===== src/rtl/dmt_pkg.sv =====
package dmt_pkg;

	// ****************************************
	// Widths
	// ****************************************
	localparam int ADDR_W  = 18;
	localparam int CH_N    = 3;
	localparam int CH_W    = 2;
	localparam int APB_AW  = 8;
	localparam int APB_DW  = 32;
	localparam int NS_W    = 2;
	localparam int STAT_W  = 5;
	localparam int CC_W    = 5;
	localparam int SEQ_N   = 3;

	// ****************************************
	// Register offsets
	// ****************************************
	localparam logic [APB_AW-1:0] OFS_CTRL       = 8'h00;
	localparam logic [APB_AW-1:0] OFS_STAT       = 8'h04;
	localparam logic [APB_AW-1:0] OFS_MASK       = 8'h08;
	localparam logic [APB_AW-1:0] OFS_CMP_BASE   = 8'h10;
	localparam logic [APB_AW-1:0] OFS_CMP_STRIDE = 8'h08;
	localparam logic [APB_AW-1:0] OFS_CMP_CTRL   = 8'h04;
	localparam logic [APB_AW-1:0] OFS_SEQ_BASE   = 8'h40;
	localparam logic [APB_AW-1:0] OFS_SEQ_STRIDE = 8'h04;

	// ****************************************
	// Field positions
	// ****************************************
	localparam int CTRL_ARM       = 0;
	localparam int CTRL_IMMEDIATE_TRIGGER_BIT      = 1;
	localparam int CTRL_END       = 2;
	localparam int CTRL_STATE_LSB = 8;
	localparam int STAT_FINAL     = 3;
	localparam int STAT_BKPT      = 4;
	localparam int CC_EN          = 0;
	localparam int CC_TAG         = 1;
	localparam int CC_RWE         = 2;
	localparam int CC_RW          = 3;
	localparam int CC_OUT         = 4;

	// ****************************************
	// Reset values and limits
	// ****************************************
	localparam logic [ADDR_W-1:0]      ADDR_MIN     = 18'h00000;
	localparam logic [ADDR_W-1:0]      ADDR_MAX     = 18'h3FFFF;
	localparam logic [CC_W-1:0]        RST_CMP_CTRL = 5'h00;
	localparam logic [NS_W*CH_N-1:0]   RST_SEQ      = 6'h00;
	localparam logic [STAT_W-1:0]      RST_STAT     = 5'h00;

	// ****************************************
	// Timing: mclk cycles from a matching bus cycle to the forced event
	// ****************************************
	localparam int FORCED_STAGES = 2;

	typedef enum logic [NS_W-1:0] {
		dmt_seq_state1,
		dmt_seq_state2,
		dmt_seq_state3,
		dmt_seq_final
	} dmt_seq_type;

endpackage


===== src/rtl/dmt_cmp_if.sv =====
`timescale 1ns/10ps
interface dmt_cmp_if;
	logic [dmt_pkg::ADDR_W-1:0] bus_addr;
	logic [dmt_pkg::ADDR_W-1:0] limit_addr;
	logic                       hit_eq;
	logic                       hit_below;
	logic                       hit_above;

	modport ctl (output bus_addr, output limit_addr, input hit_eq, input hit_below, input hit_above);
	modport cmp (input bus_addr, input limit_addr, output hit_eq, output hit_below, output hit_above);
endinterface


===== src/rtl/dmt_top.sv =====
// The APB register port and the placing of the registers were decided locally.
`timescale 1ns/10ps
module dmt_top (
	// Clock and reset
	input  wire logic                         mclk,
	input  wire logic                         rst_b,
	// APB slave
	input  wire logic                         psel,
	input  wire logic                         penable,
	input  wire logic                         pwrite,
	input  wire logic [dmt_pkg::APB_AW-1:0]   paddr,
	input  wire logic [dmt_pkg::APB_DW-1:0]   pwdata,
	output logic                              pready,
	output logic      [dmt_pkg::APB_DW-1:0]   prdata,
	output logic                              pslverr,
	// Processor bus watch
	input  wire logic                         bus_valid,
	input  wire logic [dmt_pkg::ADDR_W-1:0]   bus_addr,
	input  wire logic                         bus_read,
	input  wire logic                         bus_word,
	input  wire logic                         bus_fetch,
	// Instruction tagging
	output logic                              tag_attach,
	output logic      [dmt_pkg::CH_W-1:0]     tag_channel,
	input  wire logic                         cpu_taghit,
	input  wire logic [dmt_pkg::CH_W-1:0]     cpu_taghit_channel,
	// Breakpoint and interrupt
	output logic                              breakpoint_req,
	output logic                              irq
);

	// ****************************************
	// Declarations
	// ****************************************
	logic                                     arm_reg;
	logic                                     end_align_reg;
	dmt_pkg::dmt_seq_type                     state_reg;
	logic [dmt_pkg::STAT_W-1:0]               stat_reg;
	logic [dmt_pkg::STAT_W-1:0]               mask_reg;
	logic [dmt_pkg::STAT_W-1:0]               stat_set;
	logic [dmt_pkg::STAT_W-1:0]               stat_clr;
	logic [dmt_pkg::ADDR_W-1:0]               cmp_addr_reg [dmt_pkg::CH_N];
	logic [dmt_pkg::CC_W-1:0]                 cmp_ctrl_reg [dmt_pkg::CH_N];
	logic [dmt_pkg::NS_W*dmt_pkg::CH_N-1:0]   seq_reg      [dmt_pkg::SEQ_N];
	logic                                     s1_valid;
	logic [dmt_pkg::ADDR_W-1:0]               s1_addr;
	logic                                     s1_read;
	logic                                     s1_fetch;
	logic                                     s2_valid;
	logic                                     s2_read;
	logic                                     s2_fetch;
	logic [dmt_pkg::CH_N-1:0]                 raw_hit;
	logic [dmt_pkg::CH_N-1:0]                 forced_ev;
	logic [dmt_pkg::CH_N-1:0]                 tag_cand;
	logic [dmt_pkg::CH_N-1:0]                 tag_ev;
	logic [dmt_pkg::CH_N-1:0]                 match_ev;
	logic                                     win_valid;
	logic [dmt_pkg::CH_W-1:0]                 win_ch;
	dmt_pkg::dmt_seq_type                     win_next;
	logic                                     tag_any;
	logic [dmt_pkg::CH_W-1:0]                 tag_pick;
	logic                                     apb_wr;
	logic                                     apb_setup;
	logic                                     ctrl_wr;
	logic                                     immediate_trigger_bit_fire;
	logic                                     immediate_trigger_bit_end;
	logic                                     immediate_trigger_bit_begin;
	logic                                     final_entry;
	logic                                     final_end;
	logic                                     bkpt_next;
	logic                                     rd_hit;
	logic [dmt_pkg::APB_DW-1:0]               rd_data;
	logic [dmt_pkg::APB_DW-1:0]               prdata_reg;
	logic                                     tag_attach_reg;
	logic [dmt_pkg::CH_W-1:0]                 tag_channel_reg;
	logic                                     breakpoint_req_reg;

	dmt_cmp_if cmp_link [dmt_pkg::CH_N] ();

	// ****************************************
	// Address decode
	// ****************************************
	function automatic logic reg_hit(input logic [dmt_pkg::APB_AW-1:0] addr,
	                                 input logic [dmt_pkg::APB_AW-1:0] ofs);
		reg_hit = (addr == ofs);
	endfunction

	function automatic logic [dmt_pkg::APB_AW-1:0] cmp_ofs(input int ch, input logic ctl);
		logic [dmt_pkg::APB_AW-1:0] base;
		base = dmt_pkg::OFS_CMP_BASE + dmt_pkg::APB_AW'(ch) * dmt_pkg::OFS_CMP_STRIDE;
		cmp_ofs = ctl ? (base + dmt_pkg::OFS_CMP_CTRL) : base;
	endfunction

	function automatic logic [dmt_pkg::APB_AW-1:0] seq_ofs(input int st);
		seq_ofs = dmt_pkg::OFS_SEQ_BASE + dmt_pkg::APB_AW'(st) * dmt_pkg::OFS_SEQ_STRIDE;
	endfunction

	assign apb_setup = psel && !penable;
	assign apb_wr    = psel && penable && pwrite;
	assign ctrl_wr   = apb_wr && reg_hit(paddr, dmt_pkg::OFS_CTRL);

	// ****************************************
	// APB answer
	// ****************************************
	// Zero wait states: read data is captured in the setup cycle
	assign pready  = 1'b1;
	assign pslverr = psel && penable && !rd_hit;
	assign prdata  = prdata_reg;

	always_comb begin
		rd_data = '0;
		rd_hit  = 1'b0;
		if (reg_hit(paddr, dmt_pkg::OFS_CTRL)) begin
			rd_hit                    = 1'b1;
			rd_data[dmt_pkg::CTRL_ARM] = arm_reg;
			rd_data[dmt_pkg::CTRL_END] = end_align_reg;
			rd_data[dmt_pkg::CTRL_STATE_LSB +: dmt_pkg::NS_W] = state_reg;
		end
		if (reg_hit(paddr, dmt_pkg::OFS_STAT)) begin
			rd_hit                        = 1'b1;
			rd_data[dmt_pkg::STAT_W-1:0] = stat_reg;
		end
		if (reg_hit(paddr, dmt_pkg::OFS_MASK)) begin
			rd_hit                        = 1'b1;
			rd_data[dmt_pkg::STAT_W-1:0] = mask_reg;
		end
		for (int i = 0; i < dmt_pkg::CH_N; i++) begin
			if (reg_hit(paddr, cmp_ofs(i, 1'b0))) begin
				rd_hit                        = 1'b1;
				rd_data[dmt_pkg::ADDR_W-1:0] = cmp_addr_reg[i];
			end
			if (reg_hit(paddr, cmp_ofs(i, 1'b1))) begin
				rd_hit                      = 1'b1;
				rd_data[dmt_pkg::CC_W-1:0] = cmp_ctrl_reg[i];
			end
		end
		for (int s = 0; s < dmt_pkg::SEQ_N; s++) begin
			if (reg_hit(paddr, seq_ofs(s))) begin
				rd_hit                               = 1'b1;
				rd_data[dmt_pkg::NS_W*dmt_pkg::CH_N-1:0] = seq_reg[s];
			end
		end
	end

	always_ff @(posedge mclk or negedge rst_b) begin
		if (!rst_b) begin
			prdata_reg <= '0;
		end else if (apb_setup) begin
			prdata_reg <= pwrite ? '0 : rd_data;
		end
	end

	// ****************************************
	// Configuration registers
	// ****************************************
	always_ff @(posedge mclk or negedge rst_b) begin
		if (!rst_b) begin
			end_align_reg <= 1'b0;
		end else if (ctrl_wr) begin
			end_align_reg <= pwdata[dmt_pkg::CTRL_END];
		end
	end

	always_ff @(posedge mclk or negedge rst_b) begin
		if (!rst_b) begin
			mask_reg <= dmt_pkg::RST_STAT;
		end else if (apb_wr && reg_hit(paddr, dmt_pkg::OFS_MASK)) begin
			mask_reg <= pwdata[dmt_pkg::STAT_W-1:0];
		end
	end

	for (genvar g = 0; g < dmt_pkg::CH_N; g++) begin : gen_ch
		always_ff @(posedge mclk or negedge rst_b) begin
			if (!rst_b) begin
				cmp_addr_reg[g] <= dmt_pkg::ADDR_MIN;
			end else if (apb_wr && reg_hit(paddr, cmp_ofs(g, 1'b0))) begin
				cmp_addr_reg[g] <= pwdata[dmt_pkg::ADDR_W-1:0];
			end
		end

		always_ff @(posedge mclk or negedge rst_b) begin
			if (!rst_b) begin
				cmp_ctrl_reg[g] <= dmt_pkg::RST_CMP_CTRL;
			end else if (apb_wr && reg_hit(paddr, cmp_ofs(g, 1'b1))) begin
				cmp_ctrl_reg[g] <= pwdata[dmt_pkg::CC_W-1:0];
			end
		end

		assign cmp_link[g].bus_addr   = s1_addr;
		assign cmp_link[g].limit_addr = cmp_addr_reg[g];

		dmt_comparator u_cmp (
			.mclk  (mclk),
			.rst_b (rst_b),
			.link  (cmp_link[g])
		);

		// Outside mode turns the pair into two open-ended limits
		if (g < 2) begin : gen_pair
			assign raw_hit[g] = cmp_ctrl_reg[0][dmt_pkg::CC_OUT] ?
				((g == 0) ? cmp_link[g].hit_below : cmp_link[g].hit_above) :
				cmp_link[g].hit_eq;
		end else begin : gen_single
			assign raw_hit[g] = cmp_link[g].hit_eq;
		end

		// Forced path skips the read/write qualifiers on purpose
		assign forced_ev[g] = arm_reg && s2_valid && cmp_ctrl_reg[g][dmt_pkg::CC_EN] &&
			!cmp_ctrl_reg[g][dmt_pkg::CC_TAG] && raw_hit[g];
		assign tag_cand[g] = arm_reg && s2_valid && s2_fetch &&
			cmp_ctrl_reg[g][dmt_pkg::CC_EN] && cmp_ctrl_reg[g][dmt_pkg::CC_TAG] && raw_hit[g] &&
			(!cmp_ctrl_reg[g][dmt_pkg::CC_RWE] ||
			 (cmp_ctrl_reg[g][dmt_pkg::CC_RW] == s2_read));
		assign tag_ev[g] = arm_reg && cpu_taghit && cmp_ctrl_reg[g][dmt_pkg::CC_TAG] &&
			(cpu_taghit_channel == dmt_pkg::CH_W'(g));
	end

	for (genvar s = 0; s < dmt_pkg::SEQ_N; s++) begin : gen_seq
		always_ff @(posedge mclk or negedge rst_b) begin
			if (!rst_b) begin
				seq_reg[s] <= dmt_pkg::RST_SEQ;
			end else if (apb_wr && reg_hit(paddr, seq_ofs(s))) begin
				seq_reg[s] <= pwdata[dmt_pkg::NS_W*dmt_pkg::CH_N-1:0];
			end
		end
	end

	// ****************************************
	// Bus watch pipeline
	// ****************************************
	// A straddling word is judged by its aligned address alone
	always_ff @(posedge mclk or negedge rst_b) begin
		if (!rst_b) begin
			s1_valid <= 1'b0;
			s1_addr  <= dmt_pkg::ADDR_MIN;
			s1_read  <= 1'b0;
			s1_fetch <= 1'b0;
		end else begin
			s1_valid <= bus_valid;
			s1_addr  <= bus_word ? {bus_addr[dmt_pkg::ADDR_W-1:1], 1'b0} : bus_addr;
			s1_read  <= bus_read;
			s1_fetch <= bus_fetch;
		end
	end

	always_ff @(posedge mclk or negedge rst_b) begin
		if (!rst_b) begin
			s2_valid <= 1'b0;
			s2_read  <= 1'b0;
			s2_fetch <= 1'b0;
		end else begin
			s2_valid <= s1_valid;
			s2_read  <= s1_read;
			s2_fetch <= s1_fetch;
		end
	end

	// ****************************************
	// Tag attach
	// ****************************************
	always_comb begin
		tag_any  = |tag_cand;
		tag_pick = '0;
		for (int i = dmt_pkg::CH_N - 1; i >= 0; i--) begin
			if (tag_cand[i]) begin
				tag_pick = dmt_pkg::CH_W'(i);
			end
		end
	end

	always_ff @(posedge mclk or negedge rst_b) begin
		if (!rst_b) begin
			tag_attach_reg  <= 1'b0;
			tag_channel_reg <= '0;
		end else begin
			tag_attach_reg  <= tag_any;
			tag_channel_reg <= tag_pick;
		end
	end

	assign tag_attach  = tag_attach_reg;
	assign tag_channel = tag_channel_reg;

	// ****************************************
	// Match priority
	// ****************************************
	assign match_ev = forced_ev | tag_ev;

	always_comb begin
		win_valid = (|match_ev) && (state_reg != dmt_pkg::dmt_seq_final);
		win_ch    = '0;
		for (int i = dmt_pkg::CH_N - 1; i >= 0; i--) begin
			if (match_ev[i]) begin
				win_ch = dmt_pkg::CH_W'(i);
			end
		end
		for (int i = dmt_pkg::CH_N - 1; i >= 0; i--) begin
			if (match_ev[i] && (seq_reg[state_reg][i*dmt_pkg::NS_W +: dmt_pkg::NS_W] ==
			                    dmt_pkg::NS_W'(dmt_pkg::dmt_seq_final))) begin
				win_ch = dmt_pkg::CH_W'(i);
			end
		end
		win_next = dmt_pkg::dmt_seq_type'(seq_reg[state_reg][win_ch*dmt_pkg::NS_W +: dmt_pkg::NS_W]);
	end

	// ****************************************
	// Sequencer and arming
	// ****************************************
	assign immediate_trigger_bit_fire   = ctrl_wr && pwdata[dmt_pkg::CTRL_IMMEDIATE_TRIGGER_BIT] &&
		(pwdata[dmt_pkg::CTRL_ARM] || arm_reg);
	assign immediate_trigger_bit_end    = immediate_trigger_bit_fire && pwdata[dmt_pkg::CTRL_END];
	assign immediate_trigger_bit_begin  = immediate_trigger_bit_fire && !pwdata[dmt_pkg::CTRL_END];
	assign final_entry = arm_reg && win_valid && (win_next == dmt_pkg::dmt_seq_final) && !ctrl_wr;
	assign final_end   = final_entry && end_align_reg;
	assign bkpt_next   = immediate_trigger_bit_end || final_end;

	always_ff @(posedge mclk or negedge rst_b) begin
		if (!rst_b) begin
			arm_reg <= 1'b0;
		end else if (ctrl_wr) begin
			// A begin-aligned trigger keeps the session armed so final state holds
			arm_reg <= immediate_trigger_bit_end ? 1'b0 : (pwdata[dmt_pkg::CTRL_ARM] || immediate_trigger_bit_begin);
		end else if (final_end) begin
			arm_reg <= 1'b0;
		end
	end

	always_ff @(posedge mclk or negedge rst_b) begin
		if (!rst_b) begin
			state_reg <= dmt_pkg::dmt_seq_state1;
		end else if (immediate_trigger_bit_begin) begin
			state_reg <= dmt_pkg::dmt_seq_final;
		end else if (immediate_trigger_bit_end) begin
			state_reg <= dmt_pkg::dmt_seq_state1;
		end else if (ctrl_wr && !pwdata[dmt_pkg::CTRL_ARM]) begin
			state_reg <= dmt_pkg::dmt_seq_state1;
		end else if (!arm_reg) begin
			state_reg <= dmt_pkg::dmt_seq_state1;
		end else if (win_valid && !ctrl_wr) begin
			state_reg <= win_next;
		end
	end

	// ****************************************
	// Breakpoint request
	// ****************************************
	always_ff @(posedge mclk or negedge rst_b) begin
		if (!rst_b) begin
			breakpoint_req_reg <= 1'b0;
		end else begin
			breakpoint_req_reg <= bkpt_next;
		end
	end

	assign breakpoint_req = breakpoint_req_reg;

	// ****************************************
	// Status flags and interrupt
	// ****************************************
	// Hardware set beats a software clear in the same cycle
	always_comb begin
		stat_set = '0;
		if (arm_reg && win_valid && !ctrl_wr) begin
			stat_set[win_ch] = 1'b1;
		end
		stat_set[dmt_pkg::STAT_FINAL] = final_entry || immediate_trigger_bit_begin;
		stat_set[dmt_pkg::STAT_BKPT]  = bkpt_next;
		stat_clr = '0;
		if (apb_wr && reg_hit(paddr, dmt_pkg::OFS_STAT)) begin
			stat_clr = pwdata[dmt_pkg::STAT_W-1:0];
		end
	end

	always_ff @(posedge mclk or negedge rst_b) begin
		if (!rst_b) begin
			stat_reg <= dmt_pkg::RST_STAT;
		end else begin
			stat_reg <= (stat_reg & ~stat_clr) | stat_set;
		end
	end

	assign irq = |(stat_reg & mask_reg);

endmodule


===== src/rtl/dmt_comparator.sv =====
`timescale 1ns/10ps
module dmt_comparator (
	// Clock and reset
	input wire logic mclk,
	input wire logic rst_b,
	// Compare link
	dmt_cmp_if.cmp   link
);

	// ****************************************
	// Registered compare, one pipeline stage
	// ****************************************
	// Full-width compare so the limits reach both ends of the map
	always_ff @(posedge mclk or negedge rst_b) begin
		if (!rst_b) begin
			link.hit_eq    <= 1'b0;
			link.hit_below <= 1'b0;
			link.hit_above <= 1'b0;
		end else begin
			link.hit_eq    <= (link.bus_addr == link.limit_addr);
			link.hit_below <= (link.bus_addr < link.limit_addr);
			link.hit_above <= (link.bus_addr > link.limit_addr);
		end
	end

endmodule


===== config.mk =====
export PLATFORM = sky130hd
export DESIGN_NAME = dmt_top
export DESIGN_NICKNAME = d
export VERILOG_FILES = /design/src/rtl/dmt_pkg.sv /design/src/rtl/dmt_cmp_if.sv /design/src/rtl/dmt_top.sv /design/src/rtl/dmt_comparator.sv
export SDC_FILE = /design/constraint.sdc
export NUM_CORES = 1
export LEC_CHECK = 0
export ABC_AREA = 1
export BUFFER_PORTS_ARGS = -buffer_cell sky130_fd_sc_hd__buf_4
export CORE_MARGIN = 2
export CORE_UTILIZATION = 30
export CTS_BUF_LIST = sky130_fd_sc_hd__clkbuf_16
export DETAILED_ROUTE_END_ITERATION = 6
export GPL_ROUTABILITY_DRIVEN = 1
export GPL_TIMING_DRIVEN = 0
export SYNTH_ARGS = -nofsm -noshare
export SYNTH_HDL_FRONTEND = slang
export SYNTH_SLANG_ARGS = --single-unit

===== constraint.sdc =====
create_clock -name mclk -period 1.64 [get_ports mclk]
set_input_delay 0.328 -clock mclk [delete_from_list [all_inputs] [get_ports mclk]]
set_output_delay 0.328 -clock mclk [all_outputs]
set_load 0.05 [all_outputs]

# Yosys cells after proc, flatten, opt, wreduce, memory -nomap -nowiden
# Index checks and enable logic that the tools add are counted.
# W data, S select, Z words.
[totals]
regBits = 166
output_inout_bits = 39
[classes]
shift = 1
muxes = 54
order_cmp = 5
n_reduce_logical = 86
bitwise_logic = 6
eq_ne = 25
[op_table]
columns = ["operator", "count"]
rows = [
  ["$mux W18", 4],
  ["$logic_and A1 B1 Y1", 62],
  ["$eq A18 B18 Y1", 3],
  ["$eq A8 B5 Y1 const B", 4],
  ["$mux W2", 15],
  ["$mux W5", 6],
  ["$mux W6", 5],
  ["$eq A8 B7 Y1 const B", 3],
  ["$mux W1", 21],
  ["$gt A18 B18 Y1", 1],
  ["$lt A18 B18 Y1", 1],
  ["$eq A8 B6 Y1 const B", 2],
  ["$bmux W6 S2", 1],
  ["$logic_not A1 Y1", 11],
  ["$and A5 B5 Y5", 2],
  ["$eq A2 B2 Y1 const B", 5],
  ["$eq A8 B3 Y1 const B", 1],
  ["$eq A8 B4 Y1 const B", 1],
  ["$logic_not A8 Y1", 1],
  ["$logic_or A1 B1 Y1", 7],
  ["$reduce_or A3 Y1", 2],
  ["$shiftx A6 B4 Y2", 1],
  ["$ne A5 B1 Y1 const B", 1],
  ["$not A5 Y5", 1],
  ["other kinds (14)", 16],
]

# Logic depth before layout (Yosys ltp)
[logic_depth]
ltp_word = 18
depth_mapped = 16

# Cells and area by module
# A second synthesis with hierarchy kept.
[hier_totals]
hier_cells = 1074
hier_area_um2 = 8617.0
[modules_own_cells]
columns = ["module", "cells_each", "instances", "seq_area_each_um2", "area_per_inst_um2"]
rows = [
  ["dmt_top", 789, 1, 3678.5, 6717.7],
  ["dmt_comparator", 95, 3, 75.1, 633.1],
]

# Worst setup path after synthesis
# OpenSTA, ideal clock, no wires.
[synth_path]
path_type = "input-to-output"
from = "input port paddr[3] (netlist name)"
to = "output port pslverr"
required_time_ns = 1.312
t_arrival_ns = 2.565
setup_slack_ns = -1.253
n_path_buf = 1
path_stages = 7
path_cell_list = "inv_1 nand3_2 nor2_4 inv_1 clkbuf_1 nand4_1 nor4_1"
[synth_between]
elab_chain_len = 15
elab_cells_between_ends = 26
classes_between = "11 x eq/ne; 12 x mux; 3 x reduce/logical"
[synth_rtl]
columns = ["item", "line", "text"]
rows = [
  ["from (decl)", "dmt_top.sv:11", "input wire logic [dmt_pkg::APB_AW-1:0] paddr,"],
  ["$logic_not A8 Y1", "dmt_top.sv:85", "reg_hit = (addr == ofs);"],
  ["$mux W1", "dmt_top.sv:113", "if (reg_hit(paddr, dmt_pkg::OFS_CTRL)) begin"],
  ["$mux W1", "dmt_top.sv:119", "if (reg_hit(paddr, dmt_pkg::OFS_STAT)) begin"],
  ["$mux W1", "dmt_top.sv:123", "if (reg_hit(paddr, dmt_pkg::OFS_MASK)) begin"],
  ["$mux W1", "dmt_top.sv:128", "if (reg_hit(paddr, cmp_ofs(i, 1'b0))) begin"],
  ["$mux W1", "dmt_top.sv:132", "if (reg_hit(paddr, cmp_ofs(i, 1'b1))) begin"],
  ["$mux W1", "dmt_top.sv:128", ""],
  ["$mux W1", "dmt_top.sv:132", ""],
  ["$mux W1", "dmt_top.sv:128", ""],
  ["$mux W1", "dmt_top.sv:132", ""],
  ["$mux W1 (2 in a row)", "dmt_top.sv:138", "if (reg_hit(paddr, seq_ofs(s))) begin"],
  ["$mux W1 *", "dmt_top.sv:138", ""],
  ["$logic_not A1 Y1 *", "dmt_top.sv:107", "assign pslverr = psel && penable && !rd_hit;"],
  ["$logic_and A1 B1 Y1 *", "dmt_top.sv:107", ""],
  ["to (decl)", "dmt_top.sv:15", "output logic pslverr,"],
]
# Mark *: on every way between the ends. The rest lies on a longest branch, timed or not.

# Worst setup path after layout
[layout_path]
from = "register state_reg[1]"
to = "register arm_reg"
[layout_between]
elab_chain_len = 15
elab_cells_between_ends = 22
classes_between = "5 x eq/ne; 1 x shift; 6 x mux; 1 x bitwise; 9 x reduce/logical"
[layout_rtl]
columns = ["item", "line", "text"]
rows = [
  ["from (decl)", "dmt_top.sv:37", "dmt_pkg::dmt_seq_type state_reg;"],
  ["from (signal assigned)", "dmt_top.sv:330", "state_reg <= dmt_pkg::dmt_seq_state1;"],
  ["from (signal assigned)", "dmt_top.sv:332", "state_reg <= dmt_pkg::dmt_seq_final;"],
  ["from (signal assigned)", "dmt_top.sv:334", "state_reg <= dmt_pkg::dmt_seq_state1;"],
  ["$not A2 Y3 (not written as such)", "dmt_top.sv:298, dmt_top.sv:303", ""],
  ["$bmux W6 S2", "dmt_top.sv:298, dmt_top.sv:303", ""],
  ["$mux W6 (not written as such) (2 in a row)", "dmt_top.sv:298, dmt_top.sv:303", ""],
  ["$eq A2 B2 Y1", "dmt_top.sv:298", "if (match_ev[i] && (seq_reg[state_reg][i*dmt_pkg::NS_W +: dmt_pkg::NS_W] =="],
  ["$logic_and A1 B1 Y1", "dmt_top.sv:298", ""],
  ["$mux W2 (3 in a row)", "dmt_top.sv:298", ""],
  ["$shiftx A6 B4 Y2", "dmt_top.sv:303", "win_next = dmt_pkg::dmt_seq_type'(seq_reg[state_reg][win_ch*dmt_pkg::NS_W +: dmt_pkg::NS_W]);"],
  ["$eq A2 B2 Y1", "dmt_top.sv:313", "assign final_entry = arm_reg && win_valid && (win_next == dmt_pkg::dmt_seq_final) && !ctrl_wr;"],
  ["$logic_and A1 B1 Y1 * (2 in a row)", "dmt_top.sv:313", ""],
  ["$logic_and A1 B1 Y1 *", "dmt_top.sv:314", "assign final_end = final_entry && end_align_reg;"],
  ["$reduce_bool A2 Y1 (no source line) *", "-", ""],
  ["to (signal assigned)", "dmt_top.sv:322", "arm_reg <= immediate_trigger_bit_end ? 1'b0 : (pwdata[dmt_pkg::CTRL_ARM] || immediate_trigger_bit_begin);"],
  ["to (decl)", "dmt_top.sv:35", "logic arm_reg;"],
]
# Mark *: on every way between the ends. The rest lies on a longest branch, timed or not. The select of a mux whose other input is x is not followed.
# A chain may end at the register's enable or synchronous reset.

==> flow_summary.ini <==
[final_layout]
final_design_area_no_fill_sq_um = 11100
n_fill_cell = 2593
multi_input_comb_area_sq_um = 4090
layout.nets = 1273
layout.cells.non_filler = 1515
largest_reg_flops = 54
drive_above_1_share_pct = 29.5
area_growth_pct = 38.0
antenna-diode-count = 0
regArea_sq_um = 3810

[setup_path]
critPathTopFamily = simple AND/OR/NAND/NOR gates
worstPathRequired_ns = 1.97
regToRegStartpoint = state_reg[1]
ff2ff_path_depth = 15
critical-path-top-cell-by-count = sky130_fd_sc_hd__nand2_2
endpoint_kind_of_the_worst_setup_timing_path = flip-flop
worst_path_max_delay_cell = sky130_fd_sc_hd__dfrtp_1
worstSetupStartpointType = flip-flop
worstPathCellList = inv_4, nor2_4, nand2_1, nand2_2, nand3_2, nand2_2, nand2_4, nand2_4, nand2_2, nand2_2, nand2_2, nor2_4, nand3_2, nand2_1, nand2_1
worstSetupStartpoint = state_reg[1]
timing.critical_path.slowest_cell_delay_ns = 0.42
reg2reg_slack_ns = -0.31
r2r_end = arm_reg
cp_num_buf_inv = 1
timing.critical_path.arrival_ns = 2.28
setup.worst_path.class = reg2reg
worstPathMaxFanout = 8

[timing]
timing_worst_slew_pin_value_ns = 0.772
rsz0062_at_grt = yes
worst_slack_ns = -0.314
final_critical_path_share_of_the_clock_period_pct = 119
timing_max_transition_violations_final = 0
hold_viol_final = 0
max_clock_freq_ghz = 0.512
setup_viol = 11
layout_min_cycle_time_ns = 1.95
finalClockSkew_ns = 0.0105
max_slew_margin_pct = 48.5
finalHoldWorstSlack_ns = 0.0202

[hold_path]
hold_path_startpoint = bus_addr[8]
hold_path.class = in2reg
worst_hold_path.num_cells = 1
min_to = cmp_link[0].bus_addr[8]

[power_and_ir_drop]
total_leakage_power_nw = 5.16
p_sw_share_pct = 27.9
share_clk_of_total_power_pct = 43.2
power-per-cell-area_nw_per_um2 = 887
worst_ir_drop_vdd_mv = 0.702
switchingPower_w = 0.00274
internal_power_w = 0.00707
comb_power_share_pct = 16.2
seq_power_share_pct = 40.6

[logic_synthesis]
ys.warnings.count = 0
syn-mean-instance-area_sq_um = 8.17
synth_seq_area_share_pct = 47.4
register_bit_count_reported_by_yosys = 152
synth_area_sq_um = 8020
post_synth_inst_count = 981
async_flop_share_pct = 100
synth.lib_cells_used.distinct = 45
synth_ff_type = sky130_fd_sc_hd__dfrtp_1
synth-edff-count = 0

[floorplanning]
fp.coreArea_sq_um = 26100
die_y_um = 167
overall_die_width_um = 167
io_pins = 109
initial_utilization_pct = 30.7
dieArea_sq_um = 28000
rows = 59

[clock_tree]
tritoncts_num_sinks = 152
worstSkewPairLatency_ns = 0.44
cts_tree = done
clock_tree.root_cell = sky130_fd_sc_hd__clkbuf_16
cts.clk_slew.worst_paths_ns = 0.06
ctsLongestPathBuffers = 2
cts_h_tree_depth = 4
cts_made_buffers = 17

[placement]
routabilityCongestion = 0.886
port-buffer-count = 79
placedInstanceArea_sq_um = 9150
post-dp-hpwl_mm = 17.7
place.detailed.instances = 1409

[global_routing]
pin_count_of_the_biggest_net_entering_global_routing = 85
grt_first_pass_wirelength_mm = 40.4
via_count_of_the_first_global_routing_pass = 7445
antenna_found_initial = 0
grt_util_all_layers_pct = 18.7
grt_remaining_overflow = 0

[route]
postRouteAntennaNets = 0
remaining_drc_errors = 6
detail_route.wl_per_cell_um = 17.1
drt-pass1-iter-count = 7
viasPerCell = 4.94
detail_route.wirelength_mm = 26.0
dr_total_vias = 7483
drt_iter0_drc = 662

[status]
status = finished, violations left
failing_checks = design-rule violations, negative setup slack

[run]
maxCapViolCount = 0
power groups by stage:
stage,clock [W],sequential (W),combinational [W]
floorplan,0,0.00399,0.000717
global placement,0,0.00402,0.00111
detailed placement,0,0.00402,0.00113
CTS,0.00429,0.00397,0.00140
global route,0.00447,0.00399,0.00173
finish,0.00424,0.00398,0.00159
placed cells by master, fill, tap and decap left out, types with 5 or more instances in the layout:
cell and count:
sky130_fd_sc_hd__nor2_2 6, sky130_fd_sc_hd__clkinv_4 5, sky130_fd_sc_hd__buf_6 17, sky130_fd_sc_hd__nand3_4 7, sky130_fd_sc_hd__inv_2 17, sky130_fd_sc_hd__dfrtp_1 145, sky130_fd_sc_hd__buf_4 134, sky130_fd_sc_hd__xor2_1 7
sky130_fd_sc_hd__a221oi_1 11, sky130_fd_sc_hd__o21ai_1 9, sky130_fd_sc_hd__ha_4 7, sky130_fd_sc_hd__xnor2_1 7, sky130_fd_sc_hd__o21ai_2 7, sky130_fd_sc_hd__clkbuf_16 18, sky130_fd_sc_hd__nor2_4 19, sky130_fd_sc_hd__dfrtp_2 7
sky130_fd_sc_hd__dlygate4sd3_1 18, sky130_fd_sc_hd__o21ai_0 136, sky130_fd_sc_hd__nand2_1 233, sky130_fd_sc_hd__clkbuf_1 11, sky130_fd_sc_hd__a21oi_2 6, sky130_fd_sc_hd__nand2_4 5, sky130_fd_sc_hd__nand3_2 15, sky130_fd_sc_hd__a21oi_1 14
sky130_fd_sc_hd__conb_1 15, sky130_fd_sc_hd__nand3_1 16, sky130_fd_sc_hd__nand4_1 13, sky130_fd_sc_hd__nand2_2 27, sky130_fd_sc_hd__ha_1 29, sky130_fd_sc_hd__o211ai_1 6, sky130_fd_sc_hd__nor2_1 27, sky130_fd_sc_hd__inv_1 112
synthesized netlist by cell type, types with 3 or more instances:
cell	instances	share of area [%]
sky130_fd_sc_hd__nor2_1	39	1.8
sky130_fd_sc_hd__inv_1	130	6.1
sky130_fd_sc_hd__ha_1	36	5.6
sky130_fd_sc_hd__a221oi_1	13	1.4
sky130_fd_sc_hd__nor4_1	6	0.47
sky130_fd_sc_hd__or2_2	4	0.31
sky130_fd_sc_hd__nor2_4	4	0.56
sky130_fd_sc_hd__nand3b_1	3	0.28
sky130_fd_sc_hd__inv_2	5	0.23
sky130_fd_sc_hd__a21oi_1	22	1.4
sky130_fd_sc_hd__nor2_2	9	0.70
sky130_fd_sc_hd__nand4_1	13	1.0
sky130_fd_sc_hd__o21bai_1	3	0.28
sky130_fd_sc_hd__o21ai_0	152	9.5
sky130_fd_sc_hd__o211ai_1	6	0.56
sky130_fd_sc_hd__xnor2_1	7	0.76
sky130_fd_sc_hd__nand3_2	8	1.0
sky130_fd_sc_hd__buf_2	4	0.25
sky130_fd_sc_hd__nand2_1	259	12
sky130_fd_sc_hd__nor3_1	3	0.19
sky130_fd_sc_hd__nand3_1	29	1.8
sky130_fd_sc_hd__dfrtp_1	152	47
sky130_fd_sc_hd__buf_4	15	1.4
sky130_fd_sc_hd__xor2_1	7	0.76
sky130_fd_sc_hd__nand2_2	5	0.39
sky130_fd_sc_hd__clkbuf_1	20	0.94
sky130_fd_sc_hd__o2111ai_1	4	0.44
repair_timing:
action / CTS / global route
resized for setup: 95 / 103
endpoints found under the hold margin: 85 / 0
buffers inserted: 35 / 21
hold buffers: 18 / 0
gates cloned: 1 / 0
endpoints found under the setup margin: 69 / 72
pin swaps: 40 / 58
area by class of cell:
| cell class | instances | area share (%) |
|---|---|---|
| multi-input cells | 665 | 36.9 |
| flip-flops and latches | 152 | 34.5 |
| repair buffers | 154 | 11.9 |
| inverters | 136 | 4.84 |
| clock buffers | 17 | 3.85 |
| well taps | 335 | 3.79 |
| plain buffers | 41 | 2.42 |
| clock inverters | 15 | 1.83 |
how the worst max path moves through the flow:
stage / depth (start not counted) / endpoint
floorplan: 7 / pslverr
global placement: 7 / prdata[14]
detailed placement: 7 / prdata[15]
CTS: 9 / pslverr
global route: 15 / arm_reg
finish: 15 / arm_reg
metal layers:
metal,up-vias,track usage [%],wire length (um)
met5,-,0,0
met4,0,7.67,549
met3,42,3.57,1770
met2,317,29.4,12200
met1,3576,25.3,11500
li1,3548,-,-
kinds of logic (layout without fill, tap and decap cells):
| family | after synthesis | count (layout) | synth area share, % |
|---|---|---|---|
| xor+xnor | 14 | 14 | 1.53 |
| flops | 152 | 152 | 47.4 |
| fa+ha+maj | 36 | 36 | 5.62 |
| other cells | 2 | 15 | 0.0937 |
| buf+inv | 177 | 363 | 9.16 |
| simple gates | 388 | 388 | 21.4 |
| compound gates | 212 | 212 | 14.7 |
metrics by stage:
step / util, % / TNS [ns] / worst slack (ns) / power, W
finish: 42.3 / -2.02 / -0.314 / 0.00981
global route: 42.3 / -3.31 / -0.446 / 0.0102
CTS: 40.5 / -1.45 / -0.239 / 0.00966
detailed placement: 35.0 / -60.22 / -0.987 / 0.00516
global placement: 34.9 / -147.31 / -0.977 / 0.00514
floorplan: - / -0.295 / -0.295 / 0.00471
No activity file was read; power rests on OpenSTA's default activity.
